### src/verilog/lsc_pkg.sv
// Package with offsets, field layouts, reset values and timing of the sensor configuration block.
package lsc_pkg;
	// Register addresses.
	localparam logic [7:0] ADDR_RESULT = 8'h00;
	localparam logic [7:0] ADDR_SENSOR_CONFIGURATION = 8'h01;
	// Configuration field positions.
	localparam int RANGE_LSB = 12;
	localparam int CONV_TIME_BIT = 11;
	localparam int MODE_LSB = 9;
	localparam int OVERFLOW_FLAG_BIT = 8;
	localparam int CONV_READY_BIT = 7;
	localparam int ABOVE_BIT = 6;
	localparam int BELOW_BIT = 5;
	localparam int LATCH_BIT = 4;
	localparam int POL_BIT = 3;
	localparam int EXPMASK_BIT = 2;
	localparam int FAULT_LSB = 0;
	// Values after reset.
	localparam logic [15:0] CONFIG_RESET = 16'hC810;
	localparam logic [3:0] RANGE_RESET = 4'hC;
	localparam logic CONV_TIME_RESET = 1'b1;
	localparam logic [1:0] MODE_RESET = 2'h0;
	localparam logic LATCH_RESET = 1'b1;
	localparam logic POLARITY_RESET = 1'b0;
	localparam logic EXPMASK_RESET = 1'b0;
	localparam logic [1:0] FAULT_RESET = 2'h0;
	localparam logic [15:0] RESULT_RESET = 16'h0000;
	// Range and mode codes.
	localparam logic [3:0] RANGE_AUTO = 4'hC;
	localparam logic [3:0] RANGE_MAX = 4'hB;
	localparam logic [3:0] RANGE_MIN = 4'h0;
	localparam logic [3:0] RANGE_ONE_BIT_LOSS = 4'h5;
	localparam logic [1:0] MODE_SHUTDOWN = 2'h0;
	localparam logic [1:0] MODE_SINGLE = 2'h1;
	// Timing.
	localparam int CLK_HZ = 25_000_000;
	localparam int CONV_SHORT_MS = 100;
	localparam int CONV_LONG_MS = 800;
	localparam int CONV_SHORT_CYCLES = (CLK_HZ / 1000) * CONV_SHORT_MS;
	localparam int CONV_LONG_CYCLES = (CLK_HZ / 1000) * CONV_LONG_MS;
	localparam int CNT_W = 25;
	typedef enum logic {LSC_IDLE, LSC_CONVERT} lsc_state_t;
endpackage

### src/verilog/lsc_sensor_config.sv
// Configuration register, conversion sequencing and result capture of the light sensor.

module lsc_sensor_config #(
	parameter int CONV_SHORT_CYC = lsc_pkg::CONV_SHORT_CYCLES,
	parameter int CONV_LONG_CYC = lsc_pkg::CONV_LONG_CYCLES
) (
	input wire logic sys_clk,
	input wire logic rst,
	input wire logic [7:0] regAddr,
	input wire logic regWrEn,
	input wire logic [15:0] regWrData,
	input wire logic regRdEn,
	output logic [15:0] regRdData,
	output logic regRdValid,
	input wire logic [11:0] afeMantissa,
	input wire logic afeOverflow,
	input wire logic limitHighHit,
	input wire logic limitLowHit,
	output logic [3:0] afeRange,
	output logic afeActive,
	output logic afeRestart
);
	logic [3:0] rangeSelect_q;
	logic convTimeSel_q;
	logic [1:0] mode_q;
	logic latch_q;
	logic polarity_q;
	logic expMask_q;
	logic [1:0] faultCount_q;
	logic overflowFlag_q;
	logic convReadyFlag_q;
	logic aboveLimitFlag_q;
	logic belowLimitFlag_q;
	logic [15:0] result_q;
	logic overloadSeen_q;
	logic [lsc_pkg::CNT_W-1:0] convCnt_q;
	lsc_pkg::lsc_state_t state_q;
	logic cfgWrite;
	logic cfgRead;
	logic [3:0] newRange;
	logic [1:0] newMode;
	logic autoMode;
	logic convLast;
	logic autoStep;
	logic convEnd;
	logic [15:0] cfgValue;
	logic [3:0] resultExp;
	logic [11:0] resMask;

	// Decode of register accesses; the written range and mode steer a restart.
	assign cfgWrite = regWrEn && (regAddr == lsc_pkg::ADDR_SENSOR_CONFIGURATION);
	assign cfgRead = regRdEn && (regAddr == lsc_pkg::ADDR_SENSOR_CONFIGURATION);
	assign newRange = regWrData[lsc_pkg::RANGE_LSB +: 4];
	assign newMode = regWrData[lsc_pkg::MODE_LSB +: 2];
	assign autoMode = (rangeSelect_q == lsc_pkg::RANGE_AUTO);

	// Conversion length follows the time select bit; both lengths are parameters for simulation.
	assign convLast = convTimeSel_q ?
		(convCnt_q == lsc_pkg::CNT_W'(CONV_LONG_CYC - 1)) :
		(convCnt_q == lsc_pkg::CNT_W'(CONV_SHORT_CYC - 1));

	// An overflow below the top range in auto mode aborts and climbs, even on the last cycle.
	assign autoStep = (state_q == lsc_pkg::LSC_CONVERT) && autoMode && afeOverflow &&
		(afeRange < lsc_pkg::RANGE_MAX) && !cfgWrite;
	assign convEnd = (state_q == lsc_pkg::LSC_CONVERT) && convLast && !autoStep && !cfgWrite;

	// Exponent mask only applies with a manual range, so auto results always carry their range.
	assign resultExp = (expMask_q && !autoMode) ? lsc_pkg::RANGE_MIN : afeRange;

	// Short conversions at low ranges lose low bits; step weight stays, bits read as zero.
	always_comb begin
		resMask = 12'hFFF;
		if (!convTimeSel_q) begin
			if (afeRange == lsc_pkg::RANGE_MIN) begin
				resMask = 12'hFF8;
			end else if (afeRange < lsc_pkg::RANGE_ONE_BIT_LOSS) begin
				resMask = 12'hFFC;
			end else if (afeRange == lsc_pkg::RANGE_ONE_BIT_LOSS) begin
				resMask = 12'hFFE;
			end
		end
	end

	// Ranges 1 to 4 lose two bits on short conversions; the mask must reach the result.
	a_short_low_bits: assert property (@(posedge sys_clk) disable iff (rst)
		convEnd && !convTimeSel_q && afeRange < lsc_pkg::RANGE_ONE_BIT_LOSS |=> result_q[1:0] == 2'h0)
		else $error("Short conversion kept two bits below resolution.");

	// Readback image of the configuration register.
	assign cfgValue = {rangeSelect_q, convTimeSel_q, mode_q, overflowFlag_q, convReadyFlag_q,
		aboveLimitFlag_q, belowLimitFlag_q, latch_q, polarity_q, expMask_q, faultCount_q};

	// Host-writable configuration fields.
	always_ff @(posedge sys_clk) begin
		if (rst) begin
			rangeSelect_q <= lsc_pkg::RANGE_RESET;
			convTimeSel_q <= lsc_pkg::CONV_TIME_RESET;
			latch_q <= lsc_pkg::LATCH_RESET;
			polarity_q <= lsc_pkg::POLARITY_RESET;
			expMask_q <= lsc_pkg::EXPMASK_RESET;
			faultCount_q <= lsc_pkg::FAULT_RESET;
		end else if (cfgWrite) begin
			rangeSelect_q <= newRange;
			convTimeSel_q <= regWrData[lsc_pkg::CONV_TIME_BIT];
			latch_q <= regWrData[lsc_pkg::LATCH_BIT];
			polarity_q <= regWrData[lsc_pkg::POL_BIT];
			expMask_q <= regWrData[lsc_pkg::EXPMASK_BIT];
			faultCount_q <= regWrData[lsc_pkg::FAULT_LSB +: 2];
		end
	end

	// Mode field; a write in the same cycle as a single-shot end wins over the self-clear.
	always_ff @(posedge sys_clk) begin
		if (rst) begin
			mode_q <= lsc_pkg::MODE_RESET;
		end else if (cfgWrite) begin
			mode_q <= newMode;
		end else if (convEnd && mode_q == lsc_pkg::MODE_SINGLE) begin
			mode_q <= lsc_pkg::MODE_SHUTDOWN;
		end
	end

	// Conversion sequencer: start, abort, auto-range climb and continuous repeat.
	always_ff @(posedge sys_clk) begin
		if (rst) begin
			state_q <= lsc_pkg::LSC_IDLE;
			afeActive <= 1'b0;
			afeRestart <= 1'b0;
			convCnt_q <= '0;
			afeRange <= lsc_pkg::RANGE_MIN;
		end else if (cfgWrite) begin
			convCnt_q <= '0;
			if (newMode != lsc_pkg::MODE_SHUTDOWN) begin
				state_q <= lsc_pkg::LSC_CONVERT;
				afeActive <= 1'b1;
				afeRestart <= 1'b1;
				afeRange <= (newRange == lsc_pkg::RANGE_AUTO) ? lsc_pkg::RANGE_MIN : newRange;
			end else begin
				state_q <= lsc_pkg::LSC_IDLE;
				afeActive <= 1'b0;
				afeRestart <= 1'b0;
			end
		end else begin
			afeRestart <= 1'b0;
			unique case (state_q)
				lsc_pkg::LSC_IDLE: begin
					afeActive <= 1'b0;
				end
				lsc_pkg::LSC_CONVERT: begin
					if (autoStep) begin
						afeRange <= afeRange + 4'h1;
						convCnt_q <= '0;
						afeRestart <= 1'b1;
					end else if (convEnd) begin
						convCnt_q <= '0;
						if (mode_q[1]) begin
							afeRestart <= 1'b1;
							if (autoMode) begin
								afeRange <= lsc_pkg::RANGE_MIN;
							end
						end else begin
							state_q <= lsc_pkg::LSC_IDLE;
							afeActive <= 1'b0;
						end
					end else begin
						convCnt_q <= convCnt_q + lsc_pkg::CNT_W'(1);
					end
				end
			endcase
		end
	end

	// Overflow seen during the current pass; cleared on each start so every result is fresh.
	always_ff @(posedge sys_clk) begin
		if (rst) begin
			overloadSeen_q <= 1'b0;
		end else if (cfgWrite || autoStep || convEnd) begin
			overloadSeen_q <= 1'b0;
		end else if (state_q == lsc_pkg::LSC_CONVERT && afeOverflow) begin
			overloadSeen_q <= 1'b1;
		end
	end

	// Result and overflow capture at the end of a conversion.
	always_ff @(posedge sys_clk) begin
		if (rst) begin
			result_q <= lsc_pkg::RESULT_RESET;
			overflowFlag_q <= 1'b0;
		end else if (convEnd) begin
			result_q <= {resultExp, afeMantissa & resMask};
			overflowFlag_q <= overloadSeen_q || afeOverflow;
		end
	end

	// Ready flag: the set wins over a clearing access; shutdown writes leave it alone.
	always_ff @(posedge sys_clk) begin
		if (rst) begin
			convReadyFlag_q <= 1'b0;
		end else if (convEnd) begin
			convReadyFlag_q <= 1'b1;
		end else if (cfgRead || (cfgWrite && newMode != lsc_pkg::MODE_SHUTDOWN)) begin
			convReadyFlag_q <= 1'b0;
		end
	end

	// A read, or a write that is not a shutdown, must clear the flag unless a pass ends.
	a_ready_clear: assert property (@(posedge sys_clk) disable iff (rst)
		!convEnd && (cfgRead || (cfgWrite && newMode != lsc_pkg::MODE_SHUTDOWN))
		|=> !convReadyFlag_q)
		else $error("Ready flag survived a clearing access.");

	// Limit flags come from the comparison logic; mode changes never touch them.
	always_ff @(posedge sys_clk) begin
		if (rst) begin
			aboveLimitFlag_q <= 1'b0;
			belowLimitFlag_q <= 1'b0;
		end else begin
			aboveLimitFlag_q <= limitHighHit || (aboveLimitFlag_q && !cfgRead);
			belowLimitFlag_q <= limitLowHit || (belowLimitFlag_q && !cfgRead);
		end
	end

	// Read port: one cycle latency, unmapped addresses read as zero.
	always_ff @(posedge sys_clk) begin
		if (rst) begin
			regRdData <= 16'h0000;
			regRdValid <= 1'b0;
		end else begin
			regRdValid <= regRdEn;
			if (regRdEn) begin
				if (regAddr == lsc_pkg::ADDR_SENSOR_CONFIGURATION) begin
					regRdData <= cfgValue;
				end else if (regAddr == lsc_pkg::ADDR_RESULT) begin
					regRdData <= result_q;
				end else begin
					regRdData <= 16'h0000;
				end
			end
		end
	end

	// Sequencing checks; they watch only what this block drives.
	a_abort_on_write: assert property (@(posedge sys_clk) disable iff (rst)
		cfgWrite && newMode == lsc_pkg::MODE_SHUTDOWN |=> state_q == lsc_pkg::LSC_IDLE && !afeActive)
		else $error("Conversion kept running after a shutdown write.");

	a_restart_on_write: assert property (@(posedge sys_clk) disable iff (rst)
		cfgWrite && newMode != lsc_pkg::MODE_SHUTDOWN |=> afeActive && afeRestart && convCnt_q == '0)
		else $error("Active-mode write did not restart the conversion.");

	a_reset_value: assert property (@(posedge sys_clk)
		rst |=> cfgValue == lsc_pkg::CONFIG_RESET)
		else $error("Configuration does not read its reset value.");

	a_auto_exponent: assert property (@(posedge sys_clk) disable iff (rst)
		convEnd && autoMode |=> result_q[15:12] == $past(afeRange))
		else $error("Auto result exponent differs from range used.");

	a_single_holds: assert property (@(posedge sys_clk) disable iff (rst)
		mode_q == lsc_pkg::MODE_SINGLE && !convEnd && !cfgWrite |=> mode_q == lsc_pkg::MODE_SINGLE)
		else $error("Single-shot mode field changed before the end.");

	a_single_clears: assert property (@(posedge sys_clk) disable iff (rst)
		convEnd && mode_q == lsc_pkg::MODE_SINGLE |=> mode_q == lsc_pkg::MODE_SHUTDOWN && !afeActive)
		else $error("Single-shot end did not enter shutdown.");

	a_ready_kept: assert property (@(posedge sys_clk) disable iff (rst)
		cfgWrite && newMode == lsc_pkg::MODE_SHUTDOWN && !cfgRead |=> $stable(convReadyFlag_q))
		else $error("Shutdown write altered the ready flag.");

	a_ready_set: assert property (@(posedge sys_clk) disable iff (rst)
		convEnd |=> convReadyFlag_q)
		else $error("Ready flag not set at the end of a conversion.");

	a_auto_climb: assert property (@(posedge sys_clk) disable iff (rst)
		autoStep |=> afeRange == $past(afeRange) + 4'h1 && convCnt_q == '0 && afeRestart)
		else $error("Auto overflow did not climb one range and restart.");

	a_cont_restart: assert property (@(posedge sys_clk) disable iff (rst)
		convEnd && mode_q[1] |=> state_q == lsc_pkg::LSC_CONVERT && convCnt_q == '0 && afeRestart)
		else $error("Continuous mode did not restart after completion.");

	a_short_resolution: assert property (@(posedge sys_clk) disable iff (rst)
		convEnd && !convTimeSel_q && afeRange == lsc_pkg::RANGE_MIN |=> result_q[2:0] == 3'h0)
		else $error("Short conversion kept bits below resolution.");
endmodule
### config.mk
export PLATFORM = sky130hd
export DESIGN_NAME = lsc_sensor_config
export DESIGN_NICKNAME = d
export VERILOG_FILES = /design/src/verilog/lsc_pkg.sv /design/src/verilog/lsc_sensor_config.sv
export SDC_FILE = /design/constraint.sdc
export NUM_CORES = 1
export LEC_CHECK = 0
export BUFFER_PORTS_ARGS = -buffer_cell sky130_fd_sc_hd__buf_2
export CAP_MARGIN = 10
export CELL_PAD_IN_SITES_DETAIL_PLACEMENT = 1
export CELL_PAD_IN_SITES_GLOBAL_PLACEMENT = 1
export CORE_ASPECT_RATIO = 0.9
export CORE_UTILIZATION = 41
export DETAILED_ROUTE_END_ITERATION = 16
export GPL_TIMING_DRIVEN = 1
export PLACE_DENSITY = 0.76
export SYNTH_ARGS = -nofsm -noshare
export SYNTH_HDL_FRONTEND = slang
export SYNTH_SLANG_ARGS = --single-unit
### constraint.sdc
create_clock -name sys_clk -period 2.8 [get_ports sys_clk]
set_clock_uncertainty 0.05 [all_clocks]
set_input_delay 0.56 -clock sys_clk [delete_from_list [all_inputs] [get_ports sys_clk]]
set_output_delay 0.56 -clock sys_clk [all_outputs]
set_load 0.02 [all_outputs]
==> results.md <==
- Die Width: 102.2 um
- Sequential fraction of design power: 0.545
- LEAKAGE: 0.001614 uW
- Port Buffer Count: 61
- Gp weighted congestion: 0.7781
- Share of cells above drive strength 1: 0.1996
- VDD IR max: 0.3216 mV
- P&R area growth vs syn: 15.81%
- GRT Total Usage: 0.2259
- Rel. slew slack: 0.6694
- CP startpoint kind: register
- Antenna Nets Post-Route: 0
- Highest clock rate: 450.2 MHz
- H-tree levels: 3
- Pwr per Cell Area: 500.6 nW/um^2
- Post-CTS Setup Inserts: 0
- Logic gate share of total power: 0.032
- Maxcap violations: 0
- Crit Path Category: reg2reg
- Post-synth EDFFs: 0
- Final setup TNS: 0 ns
- DRT Wirelength: 9.742 mm
- Clock power share: 0.423
- CTS tree: done
- Yosys warns: 0
- Outcome: complete, no violations
- Worst Min Path Start: limitHighHit
- Synth Cell Area: 3705 sq um
- Post-synth top flop: dfxtp_1
- Critical Path Fanout Max: 18
- Num CTS Buffers: 9
- CTS Root Cell: clkbuf_8
- Worst reg2reg endpoint: result_q[0]
- #FFs+latches synth: 82
- Post-layout min period: 2.221 ns
- Worst hold path depth: 3
- CP Data Arrival Time: 2.46 ns
- Flop-to-flop setup slack: 0.58 ns
- RSZ-0062 raised after global routing: no
- Final period util: 0.7933
- Antenna cell count: 0
- Vias per Instance: 5.339
- # nets final: 549
- Via count: 3337
- Worst-case clock buffer depth: 2
- Congestion Overflow GR: 0
- Initial Util: 0.4264
- Mapped Cells: 441
- Post-synthesis sequential area ratio: 0.4431
- Family with the most delay on the worst path: compound AO/OA/AOI/OAI gates
- Syn avg cell area: 8.401 sq um
- Final hold vios: 0
- Sink Count: 82
- Final Setup Violations: 0
- Overall die height: 92.18 um
- Cts-stage hold buffer count: 0
- DR WL/cell: 15.59 um
- Rows: 32
- Vias in the first global route: 3382
- Clock-pin slew of the registers on the worst-case setup and hold paths: 0.09 ns
- Worst-Margin Slew: 0.4941 ns
- Clk Latency, worst-skew pair: 0.36 ns
- CP required: 3.04 ns
- CP Launch Point: convCnt_q[5]
- Reg2reg start: convCnt_q[5]
- Hold crit path type: in2reg
- Syn nets: 489
- DRC violations left: 0
- Async SR Flop Fraction: 0
- Full die area: 9421 sq um
- First-pass GRT wire length: 16.46 mm
- DR pass1 iterations: 4
- Switching Fraction: 0.2359
- DRT iter0 DRCs: 110
- Resized Gates After CTS: 0
- Area of the core: 8688 sq um
- WP buf/inv: 1
- WHS: 0.3595 ns
- Pint: 1641 uW
- Post-DP HPWL: 6.922 mm
- Crit end category: register
- # IOs: 66
- Most frequent cells in the layout: 82 x nand2_1, 82 x dfxtp_1, 61 x buf_2
- Synth unique cells: 53
- Crit-path slowest cell: or4b_1
- Largest net degree at the start of global routing: 47
- Worst path cell trace: or4b_1 -> o22a_2 -> a21oi_4 -> and3_1 -> buf_4 -> o311ai_1 -> a21oi_1
- Pins Over Slew Limit: 0
- Net switching power: 506.7 uW
- Slowest Stage Delay on Critical Path: 0.54 ns
- Hold endpoint: aboveLimitFlag_q
- Initial antenna violation count: 0
- R2r worst-path depth: 7
through the flow:
stage,utilization,setup WS (ns),instances,instance area [sq um],total power (uW)
after floorplan,-,0.6722,441,3705,1226
after global placement,0.4696,0.5711,609,4080,1264
after detailed placement,0.4696,0.4608,609,4080,1266
after CTS,0.4938,0.5817,625,4290,2176
after global routing,0.4938,0.3319,625,4290,2223
final,0.4938,0.5786,625,4290,2148
state kept, by name (all words and copies together), names as in the netlist, 2 cells and up:
register	cells
afeRange	4
result_q	16
convCnt_q	25
mode_q	2
faultCount_q	2
regRdData	16
rangeSelect_q	4
final cells by class:
type	instances	area, sq um
Fill cell	1116	4398
Multi-Input combinational cell	333	1891
Sequential cell	82	1642
Timing Repair Buffer	72	387.9
Tap cell	119	148.9
Clock buffer	10	137.6
Clock inverter	6	72.57
Inverter	3	11.26
cell families (layout without fill, tap and decap cells):
family,after synthesis,count (layout),synth area share
and+or+nand+nor,218,218,0.2928
AOI/OAI and AO/OA,86,86,0.1439
DFF,82,82,0.4431
buffers and inverters,26,91,0.04660
xor gates and xnor gates,24,24,0.05674
adders and majority gates,5,5,0.01689
worst min-delay path, cell delays in order:
cell and delay, ns:
buf_2 0.08, a21oi_1 0.03, nor2_1 0.07
cell usage after synthesis, drive strengths merged, types with 2 or more instances:
| cell | instances | area (sq um) |
|---|---|---|
| dfxtp | 82 | 1642 |
| buf | 8 | 65.06 |
| nand2 | 82 | 307.8 |
| xor2 | 15 | 131.4 |
| nor3 | 7 | 40.04 |
| or4b | 2 | 20.02 |
| clkbuf | 15 | 96.34 |
| nor2 | 41 | 153.9 |
| nand3b | 6 | 45.04 |
| o21ai | 21 | 105.1 |
| and2 | 3 | 18.77 |
| nand4 | 8 | 50.05 |
| and4 | 6 | 55.05 |
| nand3 | 23 | 120.1 |
| xnor2 | 9 | 78.83 |
| nor2b | 20 | 125.1 |
| a211oi | 2 | 15.01 |
| ha | 5 | 62.56 |
| nand2b | 3 | 18.77 |
| nor3b | 2 | 15.01 |
| inv | 3 | 11.26 |
| a21oi | 47 | 246.5 |
| o311ai | 3 | 26.28 |
| nor4 | 2 | 12.51 |
| and3 | 6 | 37.54 |
power by group through the flow:
stage | clock network (uW) | registers, uW | logic (uW)
finish | 909 | 1170 | 68.6
global route | 977 | 1170 | 75.4
CTS | 937 | 1170 | 68.9
detailed placement | 0 | 1200 | 68.4
global placement | 0 | 1200 | 67.2
floorplan | 0 | 1200 | 27.7
layer usage:
metal  global-route usage  vias to the layer above  routed length (um)
met4              0.06786                        0                 124
met1               0.3005                     1617                4746
met3              0.03811                       10                 381
met5                    0                        -                   0
met2               0.3714                       76                4489
li1                     -                     1634                   -
worst max path at each step:
stage               depth (start not counted)           to  slack, ns
finish                                      7  result_q[0]       0.58
global placement                            8  result_q[0]       0.57
detailed placement                          7  afeRange[1]       0.46
CTS                                         7  result_q[0]       0.58
global route                                7  result_q[0]       0.33
floorplan                                   7  afeRange[1]       0.67
(Power assumes the default switching activity.)
